### config.mk
export PLATFORM = sky130hd
export DESIGN_NAME = tlv_regs
export DESIGN_NICKNAME = d
export VERILOG_FILES = /design/src/tlv_regs.v /design/src/tlv_chan.v
export VERILOG_INCLUDE_DIRS = /design/src
export SDC_FILE = /design/constraint.sdc
export NUM_CORES = 1
export LEC_CHECK = 0
export BUFFER_PORTS_ARGS = -buffer_cell sky130_fd_sc_hd__buf_2
export CAP_MARGIN = 30
export CORE_MARGIN = 1
export CORE_UTILIZATION = 44
export DETAILED_ROUTE_END_ITERATION = 7
export PLACE_DENSITY = 0.76
export SKIP_CTS_REPAIR_TIMING = 1
export SYNTH_ARGS = -nofsm -noshare
export SYNTH_HDL_FRONTEND = slang
export SYNTH_SLANG_ARGS = --single-unit
### constraint.sdc
create_clock -name clk_i -period 3.3 [get_ports clk_i]
set_input_delay 0.66 -clock clk_i [delete_from_list [all_inputs] [get_ports clk_i]]
set_output_delay 0.66 -clock clk_i [all_outputs]
set_load 0.1 [all_outputs]
### src/tlv_consts.vh
// Command codes, field masks and power-on values for the temperature readout registers.
// Assumes an 8-bit command byte selects one register per access.
`ifndef TLV_CONSTS_VH
`define TLV_CONSTS_VH

`define TLV_CMD_LOCAL_HIGH 8'h10
`define TLV_CMD_REM1_HIGH 8'h11
`define TLV_CMD_REM2_HIGH 8'h12
`define TLV_CMD_LOCAL_LOW 8'h20
`define TLV_CMD_REM1_LOW 8'h21
`define TLV_CMD_REM2_LOW 8'h22
`define TLV_CMD_LOCAL_CRIT 8'h40
`define TLV_CMD_REM1_FIRST 8'h41
`define TLV_CMD_REM2_FIRST 8'h42
`define TLV_CMD_REM1_SHARED 8'h49
`define TLV_CMD_REM2_SHARED 8'h4a
`define TLV_CMD_HYST 8'h5a
`define TLV_CMD_MAKER 8'hfe
`define TLV_CMD_REVISION 8'hff

`define TLV_RST_LOCAL_CRIT 8'h55
`define TLV_RST_FIRST 8'h6e
`define TLV_RST_SHARED 8'h55
`define TLV_RST_HYST 8'h0a
`define TLV_RST_TEMP 8'h00
`define TLV_RST_DATA 8'h00

`define TLV_MASK_LOCAL_CRIT 8'h7f
`define TLV_MASK_HYST 8'h1f
`define TLV_MASK_LOCAL_LOW 8'he0
`define TLV_MASK_REM_LOW 8'hf8
`define TLV_MASK_REM_NOFILT 8'he0
`define TLV_UNMAPPED_DATA 8'h00

`endif

### src/tlv_regs.v
// Temperature value, critical limit, hysteresis and identification registers behind a command byte.
// Assumes the serial engine outside decodes each transfer into one-cycle read or write strobes
// with the command byte held on cmd_i, and that conversion results arrive on this clock.
// Also assumes filter_en_i is a steady level taken from filter settings kept elsewhere.
// The limit outputs feed alarm comparators that sit outside this block.
//
// How it works
// - Reading a channel's high byte locks its low byte for a later read.
// - Reading the locked low byte releases the lock so it tracks conversions again.
// - Every high-byte read relatches the low byte, replacing any earlier locked value.
// - Local high byte at 0x10 is read-only two's complement whole degrees.
// - Local low byte at 0x20 is read-only with half, quarter, eighth degree bits.
// - Local low byte bits 4 to 0 always read zero.
// - Remote high bytes at 0x11 and 0x12 are read-only two's complement degrees.
// - Remote low bytes at 0x21 and 0x22 carry fractions; bits 2 to 0 read zero.
// - With a channel's filter off, its low byte bits 4 and 3 read zero.
// - With a channel's filter on, bits 4 and 3 report sixteenth and thirty-second degree.
// - Local critical limit at 0x40 is read/write, resets 0x55, bit 7 stays zero.
// - First remote critical limit at 0x41 is read/write unsigned, resets 0x6E.
// - Second remote channel first limit at 0x42 is read/write unsigned, resets 0x6E.
// - Shared remote limits at 0x49 and 0x4A are read/write unsigned, reset 0x55.
`timescale 1ns/1ps
module tlv_regs #(
  parameter [7:0] MAKER_CODE = 8'h3c,
  parameter [7:0] REVISION_CODE = 8'h07
) (
  input wire clk_i,
  input wire reset_i,
  input wire [7:0] cmd_i,
  input wire rd_i,
  input wire wr_i,
  input wire [7:0] wdata_i,
  input wire [2:0] conv_valid_i,
  input wire [7:0] local_high_i,
  input wire [7:0] local_low_i,
  input wire [7:0] rem1_high_i,
  input wire [7:0] rem1_low_i,
  input wire [7:0] rem2_high_i,
  input wire [7:0] rem2_low_i,
  input wire [1:0] filter_en_i,
  output wire [7:0] rdata_o,
  output wire rack_o,
  output wire wack_o,
  output wire [7:0] local_crit_o,
  output wire [7:0] rem1_first_o,
  output wire [7:0] rem2_first_o,
  output wire [7:0] rem1_shared_o,
  output wire [7:0] rem2_shared_o,
  output wire [7:0] hyst_o
);
`include "tlv_consts.vh"

  reg [7:0] local_crit_r;
  reg [7:0] rem1_first_r;
  reg [7:0] rem2_first_r;
  reg [7:0] rem1_shared_r;
  reg [7:0] rem2_shared_r;
  reg [7:0] hyst_r;
  reg [7:0] rdata_r;
  reg rack_r;
  reg wack_r;
  reg [7:0] rdata_nxt;
  reg [7:0] local_crit_nxt;
  reg [7:0] rem1_first_nxt;
  reg [7:0] rem2_first_nxt;
  reg [7:0] rem1_shared_nxt;
  reg [7:0] rem2_shared_nxt;
  reg [7:0] hyst_nxt;

  wire [7:0] loc_high;
  wire [7:0] loc_low;
  wire [7:0] r1_high;
  wire [7:0] r1_low;
  wire [7:0] r2_high;
  wire [7:0] r2_low;
  wire [7:0] r1_low_vis;
  wire [7:0] r2_low_vis;

  // Reserved bits are cleared as results enter, so locked copies are clean too.
  wire [7:0] loc_low_in = local_low_i & `TLV_MASK_LOCAL_LOW;
  wire [7:0] r1_low_in = rem1_low_i & `TLV_MASK_REM_LOW;
  wire [7:0] r2_low_in = rem2_low_i & `TLV_MASK_REM_LOW;

  wire rd_loc_high = rd_i && (cmd_i == `TLV_CMD_LOCAL_HIGH);
  wire rd_r1_high = rd_i && (cmd_i == `TLV_CMD_REM1_HIGH);
  wire rd_r2_high = rd_i && (cmd_i == `TLV_CMD_REM2_HIGH);
  wire rd_loc_low = rd_i && (cmd_i == `TLV_CMD_LOCAL_LOW);
  wire rd_r1_low = rd_i && (cmd_i == `TLV_CMD_REM1_LOW);
  wire rd_r2_low = rd_i && (cmd_i == `TLV_CMD_REM2_LOW);

  // Each channel keeps its own lock, so reading one channel leaves the others live.
  tlv_chan u_local (
    .clk_i(clk_i),
    .reset_i(reset_i),
    .upd_i(conv_valid_i[0]),
    .high_i(local_high_i),
    .low_i(loc_low_in),
    .rd_high_i(rd_loc_high),
    .rd_low_i(rd_loc_low),
    .high_o(loc_high),
    .low_o(loc_low)
  );

  tlv_chan u_rem1 (
    .clk_i(clk_i),
    .reset_i(reset_i),
    .upd_i(conv_valid_i[1]),
    .high_i(rem1_high_i),
    .low_i(r1_low_in),
    .rd_high_i(rd_r1_high),
    .rd_low_i(rd_r1_low),
    .high_o(r1_high),
    .low_o(r1_low)
  );

  tlv_chan u_rem2 (
    .clk_i(clk_i),
    .reset_i(reset_i),
    .upd_i(conv_valid_i[2]),
    .high_i(rem2_high_i),
    .low_i(r2_low_in),
    .rd_high_i(rd_r2_high),
    .rd_low_i(rd_r2_low),
    .high_o(r2_high),
    .low_o(r2_low)
  );

  // Bits 4 and 3 of a remote low byte read zero while that channel's filter is off.
  function [7:0] rem_low_view;
    input [7:0] low_byte;
    input filt_on;
    begin
      rem_low_view = filt_on ? low_byte : (low_byte & `TLV_MASK_REM_NOFILT);
    end
  endfunction

  // The filter setting is applied when the byte is returned, so it follows the current setting.
  assign r1_low_vis = rem_low_view(r1_low, filter_en_i[0]);
  assign r2_low_vis = rem_low_view(r2_low, filter_en_i[1]);

  always @* begin
    rdata_nxt = `TLV_UNMAPPED_DATA;
    case (cmd_i)
      `TLV_CMD_LOCAL_HIGH: begin
        rdata_nxt = loc_high;
      end
      `TLV_CMD_REM1_HIGH: begin
        rdata_nxt = r1_high;
      end
      `TLV_CMD_REM2_HIGH: begin
        rdata_nxt = r2_high;
      end
      `TLV_CMD_LOCAL_LOW: begin
        rdata_nxt = loc_low;
      end
      `TLV_CMD_REM1_LOW: begin
        rdata_nxt = r1_low_vis;
      end
      `TLV_CMD_REM2_LOW: begin
        rdata_nxt = r2_low_vis;
      end
      `TLV_CMD_LOCAL_CRIT: begin
        rdata_nxt = local_crit_r;
      end
      `TLV_CMD_REM1_FIRST: begin
        rdata_nxt = rem1_first_r;
      end
      `TLV_CMD_REM2_FIRST: begin
        rdata_nxt = rem2_first_r;
      end
      `TLV_CMD_REM1_SHARED: begin
        rdata_nxt = rem1_shared_r;
      end
      `TLV_CMD_REM2_SHARED: begin
        rdata_nxt = rem2_shared_r;
      end
      `TLV_CMD_HYST: begin
        rdata_nxt = hyst_r;
      end
      `TLV_CMD_MAKER: begin
        rdata_nxt = MAKER_CODE;
      end
      `TLV_CMD_REVISION: begin
        rdata_nxt = REVISION_CODE;
      end
      default: begin
        rdata_nxt = `TLV_UNMAPPED_DATA;
      end
    endcase
  end

  // Read data is captured on the strobe and held until the next read.
  // A write in the same cycle does not show yet: the read returns the value before it.
  always @(posedge clk_i or posedge reset_i) begin
    if (reset_i) begin
      rdata_r <= `TLV_RST_DATA;
      rack_r <= 1'b0;
    end else begin
      rack_r <= rd_i;
      if (rd_i) begin
        rdata_r <= rdata_nxt;
      end
    end
  end

  // Next values of the writable registers: each one holds unless a write names it.
  // A write to a value or identification code is acknowledged and then dropped, so a
  // host that writes a read-only code by mistake cannot disturb any stored byte.
  always @* begin
    local_crit_nxt = local_crit_r;
    rem1_first_nxt = rem1_first_r;
    rem2_first_nxt = rem2_first_r;
    rem1_shared_nxt = rem1_shared_r;
    rem2_shared_nxt = rem2_shared_r;
    hyst_nxt = hyst_r;

    if (wr_i) begin
      case (cmd_i)
        `TLV_CMD_LOCAL_CRIT: begin
          local_crit_nxt = wdata_i & `TLV_MASK_LOCAL_CRIT;
        end
        `TLV_CMD_REM1_FIRST: begin
          rem1_first_nxt = wdata_i;
        end
        `TLV_CMD_REM2_FIRST: begin
          rem2_first_nxt = wdata_i;
        end
        `TLV_CMD_REM1_SHARED: begin
          rem1_shared_nxt = wdata_i;
        end
        `TLV_CMD_REM2_SHARED: begin
          rem2_shared_nxt = wdata_i;
        end
        `TLV_CMD_HYST: begin
          hyst_nxt = wdata_i & `TLV_MASK_HYST;
        end
        // Value codes: these bytes come only from conversion results.
        `TLV_CMD_LOCAL_HIGH: begin
          hyst_nxt = hyst_r;
        end
        `TLV_CMD_REM1_HIGH: begin
          hyst_nxt = hyst_r;
        end
        `TLV_CMD_REM2_HIGH: begin
          hyst_nxt = hyst_r;
        end
        `TLV_CMD_LOCAL_LOW: begin
          hyst_nxt = hyst_r;
        end
        `TLV_CMD_REM1_LOW: begin
          hyst_nxt = hyst_r;
        end
        `TLV_CMD_REM2_LOW: begin
          hyst_nxt = hyst_r;
        end
        // Identification codes: these bytes come only from the parameters.
        `TLV_CMD_MAKER: begin
          hyst_nxt = hyst_r;
        end
        `TLV_CMD_REVISION: begin
          hyst_nxt = hyst_r;
        end
        default: begin
          hyst_nxt = hyst_r;
        end
      endcase
    end
  end

  // Only the limit and hysteresis registers hold data.
  // The acknowledge answers every write, whatever its code.
  always @(posedge clk_i or posedge reset_i) begin
    if (reset_i) begin
      local_crit_r <= `TLV_RST_LOCAL_CRIT;
      rem1_first_r <= `TLV_RST_FIRST;
      rem2_first_r <= `TLV_RST_FIRST;
      rem1_shared_r <= `TLV_RST_SHARED;
      rem2_shared_r <= `TLV_RST_SHARED;
      hyst_r <= `TLV_RST_HYST;
      wack_r <= 1'b0;
    end else begin
      wack_r <= wr_i;
      local_crit_r <= local_crit_nxt;
      rem1_first_r <= rem1_first_nxt;
      rem2_first_r <= rem2_first_nxt;
      rem1_shared_r <= rem1_shared_nxt;
      rem2_shared_r <= rem2_shared_nxt;
      hyst_r <= hyst_nxt;
    end
  end

  assign rdata_o = rdata_r;
  assign rack_o = rack_r;
  assign wack_o = wack_r;
  assign local_crit_o = local_crit_r;
  assign rem1_first_o = rem1_first_r;
  assign rem2_first_o = rem2_first_r;
  assign rem1_shared_o = rem1_shared_r;
  assign rem2_shared_o = rem2_shared_r;
  assign hyst_o = hyst_r;

endmodule // tlv_regs

### src/tlv_chan.v
// One temperature channel: live high and low bytes plus the low-byte lock.
// Assumes read strobes are single-cycle pulses on the same clock as conversion updates.
`timescale 1ns/1ps
module tlv_chan (
  input wire clk_i,
  input wire reset_i,
  input wire upd_i,
  input wire [7:0] high_i,
  input wire [7:0] low_i,
  input wire rd_high_i,
  input wire rd_low_i,
  output wire [7:0] high_o,
  output wire [7:0] low_o
);
`include "tlv_consts.vh"

  reg [7:0] high_r;
  reg [7:0] low_r;
  reg [7:0] held_low_r;
  reg lock_r;

  always @(posedge clk_i or posedge reset_i) begin
    if (reset_i) begin
      high_r <= `TLV_RST_TEMP;
      low_r <= `TLV_RST_TEMP;
    end else if (upd_i) begin
      high_r <= high_i;
      low_r <= low_i;
    end
  end

  // The held copy is the low byte that belonged to the high byte just returned.
  always @(posedge clk_i or posedge reset_i) begin
    if (reset_i) begin
      held_low_r <= `TLV_RST_TEMP;
      lock_r <= 1'b0;
    end else if (rd_high_i) begin
      held_low_r <= low_r;
      lock_r <= 1'b1;
    end else if (rd_low_i) begin
      lock_r <= 1'b0;
    end
  end

  assign high_o = high_r;
  assign low_o = lock_r ? held_low_r : low_r;

endmodule // tlv_chan

==> Word-level counts from Yosys, hierarchy flattened <==
Index checks and enable logic that the tools add are counted.
{ "classes": {"n_eq_ne": 14, "muxes": 12, "n_reduce_logical": 15} }
{ "op_table": {"columns": ["op", "n"], "rows": [
  ["case mux 8 bit (14 select lines)", 1],
  ["== test 8 x 7 -> 1 bit (second input constant)", 6],
  ["== test 8 x 5 -> 1 bit (second input constant)", 3],
  ["== test 8 x 6 -> 1 bit (second input constant)", 3],
  ["two-way mux 8 bit", 3],
  ["== test 8 bit (second input constant)", 2],
  ["AND reduction 2 bit", 6],
  ["two-way mux 5 bit", 2],
  ["logical AND 1 bit", 6],
  ["two-way mux 1 bit", 6],
  ["nonzero test 2 bit", 3]
]} }
{ "word_totals": {"regBits": 107, "inputBits": 73, "out_inout_bits": 58, "word_cells": 62} }

==> Longest topological paths before layout <==
{ "depth": {"word_depth": 4, "depth_mapped": 7, "depth_no_buf": 5} }

==> Hierarchy <==
A second synthesis with hierarchy kept.
{ "unflattened": {"cells_unflattened": 493, "hier_area_um2": 6456.2} }
{ "modules_own_cells": {"columns": ["module", "n_inst", "cells_per_inst", "area_each_um2", "seq_area_each_um2"], "rows": [
  ["tlv_chan", 3, 64, 1079.8, 625.6],
  ["tlv_regs", 1, 301, 3216.8, 1381.3]
]} }

==> Worst setup path after synthesis <==
No wires, ideal clock.
{ "synth_timing": {"kind": "input to register", "startpoint": "in cmd_i[7]", "endpoint": "reg local_crit_r[3] (netlist: local_crit_o[3])", "arrival_ns": 1.999, "required_ns": 3.174, "path_slack_ns": 1.176, "cell_stages": 6, "n_path_buf": 2, "cell_sequence": "buf_2 > nor4b_4 > and2_2 > buf_12 > nand2_8 > mux2_4"} }
{ "synth_via": {"elab_chain_len": 2} }
{ "synth_lines": {"columns": ["element", "line_no", "text"], "rows": [
  ["from (decl)", "tlv_regs.v:29", "input wire [7:0] cmd_i,"],
  ["== test 8 x 7 -> 1 bit", "tlv_regs.v:218", "case (cmd_i)"],
  ["AND reduction 2 bit (no line)", null, null],
  ["to (signal assigned)", "tlv_regs.v:274", "local_crit_r <= `TLV_RST_LOCAL_CRIT;"],
  ["to (signal assigned)", "tlv_regs.v:283", "local_crit_r <= local_crit_nxt;"],
  ["to (decl)", "tlv_regs.v:53", "reg [7:0] local_crit_r;"]
]} }
No other way between the ends.
A chain may end at the register's enable or synchronous reset.

==> Final worst setup path <==
{ "layout_timing": {"startpoint": "in cmd_i[0]", "endpoint": "reg rdata_r[3] (netlist: rdata_o[3])"} }
{ "layout_via": {"elab_chain_len": 2, "word_cells_on_any_way": 15, "classes_between": "eq/ne: 14; mux: 1"} }
{ "layout_lines": {"columns": ["element", "line_no", "text"], "rows": [
  ["== test 8 bit (tied with other cells)", "tlv_regs.v:143", "case (cmd_i)"],
  ["case mux 8 bit (14 select lines) *", "tlv_regs.v:143", null],
  ["to (signal assigned)", "tlv_regs.v:196", "rdata_r <= `TLV_RST_DATA;"],
  ["to (signal assigned)", "tlv_regs.v:201", "rdata_r <= rdata_nxt;"],
  ["to (decl)", "tlv_regs.v:59", "reg [7:0] rdata_r;"]
]} }
Mark *: on every way between the ends. The rest lies on a longest branch, timed or not.

==> metrics.yaml <==
global_routing:
  grt_pass1_wl_um: 21900
  grt_util_all_layers_pct: 22.9
  grt_pass1_vias: 3989
  antenna_found_initial: 0
  grt.overflow.total: 0
  grt_max_degree: 61
routing:
  drcViolationCount: 0
  routedWlPerCell_um: 20.7
  via_per_inst: 5.84
  drt_iter0_drc: 233
  postRouteAntennaNets: 0
  vias: 3921
  wl_um: 13900
  drtPass1Iterations: 4
run_status:
  status: "complete, no violations"
critical_path:
  cp-startpoint: "cmd_i[0]"
  critPathArrivalTime_ns: 2.45
  path_class: "input pin to flop"
  crit_chain: "buf_2 > nor2b_1 > nand3_1 > a31oi_1 > o31ai_4 > a32oi_1"
  crit_slowest_cell: "nor2b_1"
  end_kind: "flop"
  cp.required_ns: 3.56
  r2r_cells: 5
  start_kind: "input pin"
  r2r_start: "u_rem1.lock_r"
  r2r-end: "rdata_o[6]"
  cpPeakStageDelay_ns: 0.65
  r2r_setup_slack_ns: 1.65
  worstPathMaxFanout: 17
synthesis:
  avgSynthCellArea_sq_um: 13.3
  synth_flop_cell: "dfrtp_1"
  synth_edf_count: 0
  synth_top_area_cell: "dfrtp_1"
  synth_seq_area_share_pct: 50.2
  async_flop_share_pct: 100
  yosys.area.top_type_share_pct: 38.5
  ys_types: 52
  yosysWarnings: 0
  ys_top_cells_by_area: "dfrtp_1 (38%), mux2_2 (12%), dfstp_2 (12%)"
  synth_area_sq_mm: 0.00540
  synth_seq_cells: 107
  syn_inst: 407
cts:
  clk_pin_slew_ns: 0.07
  root_buffer: "clkbuf_16"
  cts_tree: "yes"
  cts_sinks: 107
  cts_buffers: 9
  h-tree-depth: 3
  clock_latency_ns: 0.36
  clock_tree.buffer_depth: 2
sta:
  drv_slew: 0
  finalHoldViolCount: 0
  fin_crit_ns: 2.19
  rsz0062_at_grt: "false"
  max_clock_freq_ghz: 0.456
  setup_violations: 0
  fin_crit_sh_pct: 66.5
  max_slew_margin_pct: 50.1
  skew_ns: 0.00934
  setup_tns_ns: 0
  worst_slew_pin_slew_ns: 0.747
placed_design:
  hpwl_um: 10300
  gp_congestion: 0.899
  dp_cells: 655
  port-buffer-count: 115
die:
  start_util_pct: 45.1
  core_sq_mm: 0.0120
  dieWidth_um: 113
  die_area_sq_mm: 0.0127
  dieHeight_um: 113
  io_pins: 131
  rows: 40
power_and_ir_drop:
  power_uw: 3110
  power_leakage_uw: 0.00300
  peakVddDrop_mv: 0.259
  powerDensity_mw_per_mm2: 485
layout:
  post-route-util_pct: 53.5
  final_common_cell: "buf_2"
  final_cell_mix: "buf_2 (115), dfrtp_1 (83), mux2_2 (57), mux2_4 (39), dfstp_2 (24)"
  multi_input_comb_area_sq_mm: 0.00253
  register_area_sq_mm: 0.00271
  diodes: 0
  area_growth_pct: 18.6
  fin_nets: 592
  fillers: 1004
  drive_gt1_share_pct: 52.7
  instances_no_fill: 671
flow_run:
  cap_violations: 0
worst_hold_path:
  hp-class: "input pin to async pin"
critical path: cells and delay by family:
family                 cells  cell delay (ns)
AOI/OAI and AO/OA          3             0.67
buffers and inverters      1             0.31
and+or+nand+nor            2             0.81
worst max-delay path by stage:
stage	end	slack (ns)
after floorplan	local_crit_o[3]	1.18
after global placement	rdata_o[2]	0.89
after detailed placement	rdata_o[3]	0.79
after CTS	rdata_o[3]	1.14
after global routing	rdata_o[3]	0.99
final	rdata_o[3]	1.11
registers in the layout (all words and copies together) (netlist names), 8 cells and up:
register / flops
rdata_o: 8
rem1_first_o: 8
rem1_shared_o: 8
rem2_first_o: 8
rem2_shared_o: 8
u_local.high_o: 8
u_rem1.high_o: 8
u_rem2.high_o: 8
where the power goes:
group	switching [uW]	internal [uW]	leakage, uW
registers	67.1	1410	0.00131
clock network	495	593	0.000146
logic	375	168	0.00154
synth_stat cells (4+ instances only):
library cell,count
a21oi_1,8
a22oi_1,22
a32oi_1,5
buf_2,10
buf_4,8
clkbuf_1,4
dfrtp_1,83
dfstp_2,24
inv_1,7
mux2_1,8
mux2_2,57
mux2_4,39
mux2i_1,5
nand2_1,19
nand2_8,5
nand2b_1,5
nand3_1,14
nand4_1,4
nor2_1,10
nor2b_1,4
nor3_1,5
nor4b_4,4
o21ai_0,10
o22ai_1,9
routing by layer:
layer	part of all wire, %	vias to the layer above	GRT usage, %
met3	6.3	24	5.57
met4	2.4	0	8.62
met2	49	160	36.5
met1	43	1996	30.4
li1	-	1741	-
met5	0	-	0
area by class of cell:
cell class	instances	share of cell area, %
Clock inverter	7	1.15
Inverter	7	0.469
Clock buffer	9	3.52
Tap cell	147	2.87
Timing Repair Buffer	124	10.2
Sequential cell	107	42.3
Multi-Input combinational cell	270	39.5
metrics by stage:
step	setup slack [ns]	hold slack [ns]	cell area [sq um]
final	1.11	0.426	6400
after global routing	0.989	0.482	6400
after CTS	1.14	0.444	6400
after detailed placement	0.786	0.479	6100
after global placement	0.885	0.468	6100
after floorplan	1.18	0.459	5410
kinds of logic (layout without fill, tap and decap cells):
| kind of cell | count (synthesis) | after routing | synth area share [%] |
|---|---|---|---|
| simple gates | 87 | 87 | 11.8 |
| flops | 107 | 107 | 50.2 |
| compound gates | 70 | 70 | 9.22 |
| mux | 109 | 109 | 25.3 |
| buf+inv | 33 | 147 | 3.38 |
| other cells | 1 | 4 | 0.0695 |
No activity file was read; power rests on OpenSTA's default activity.
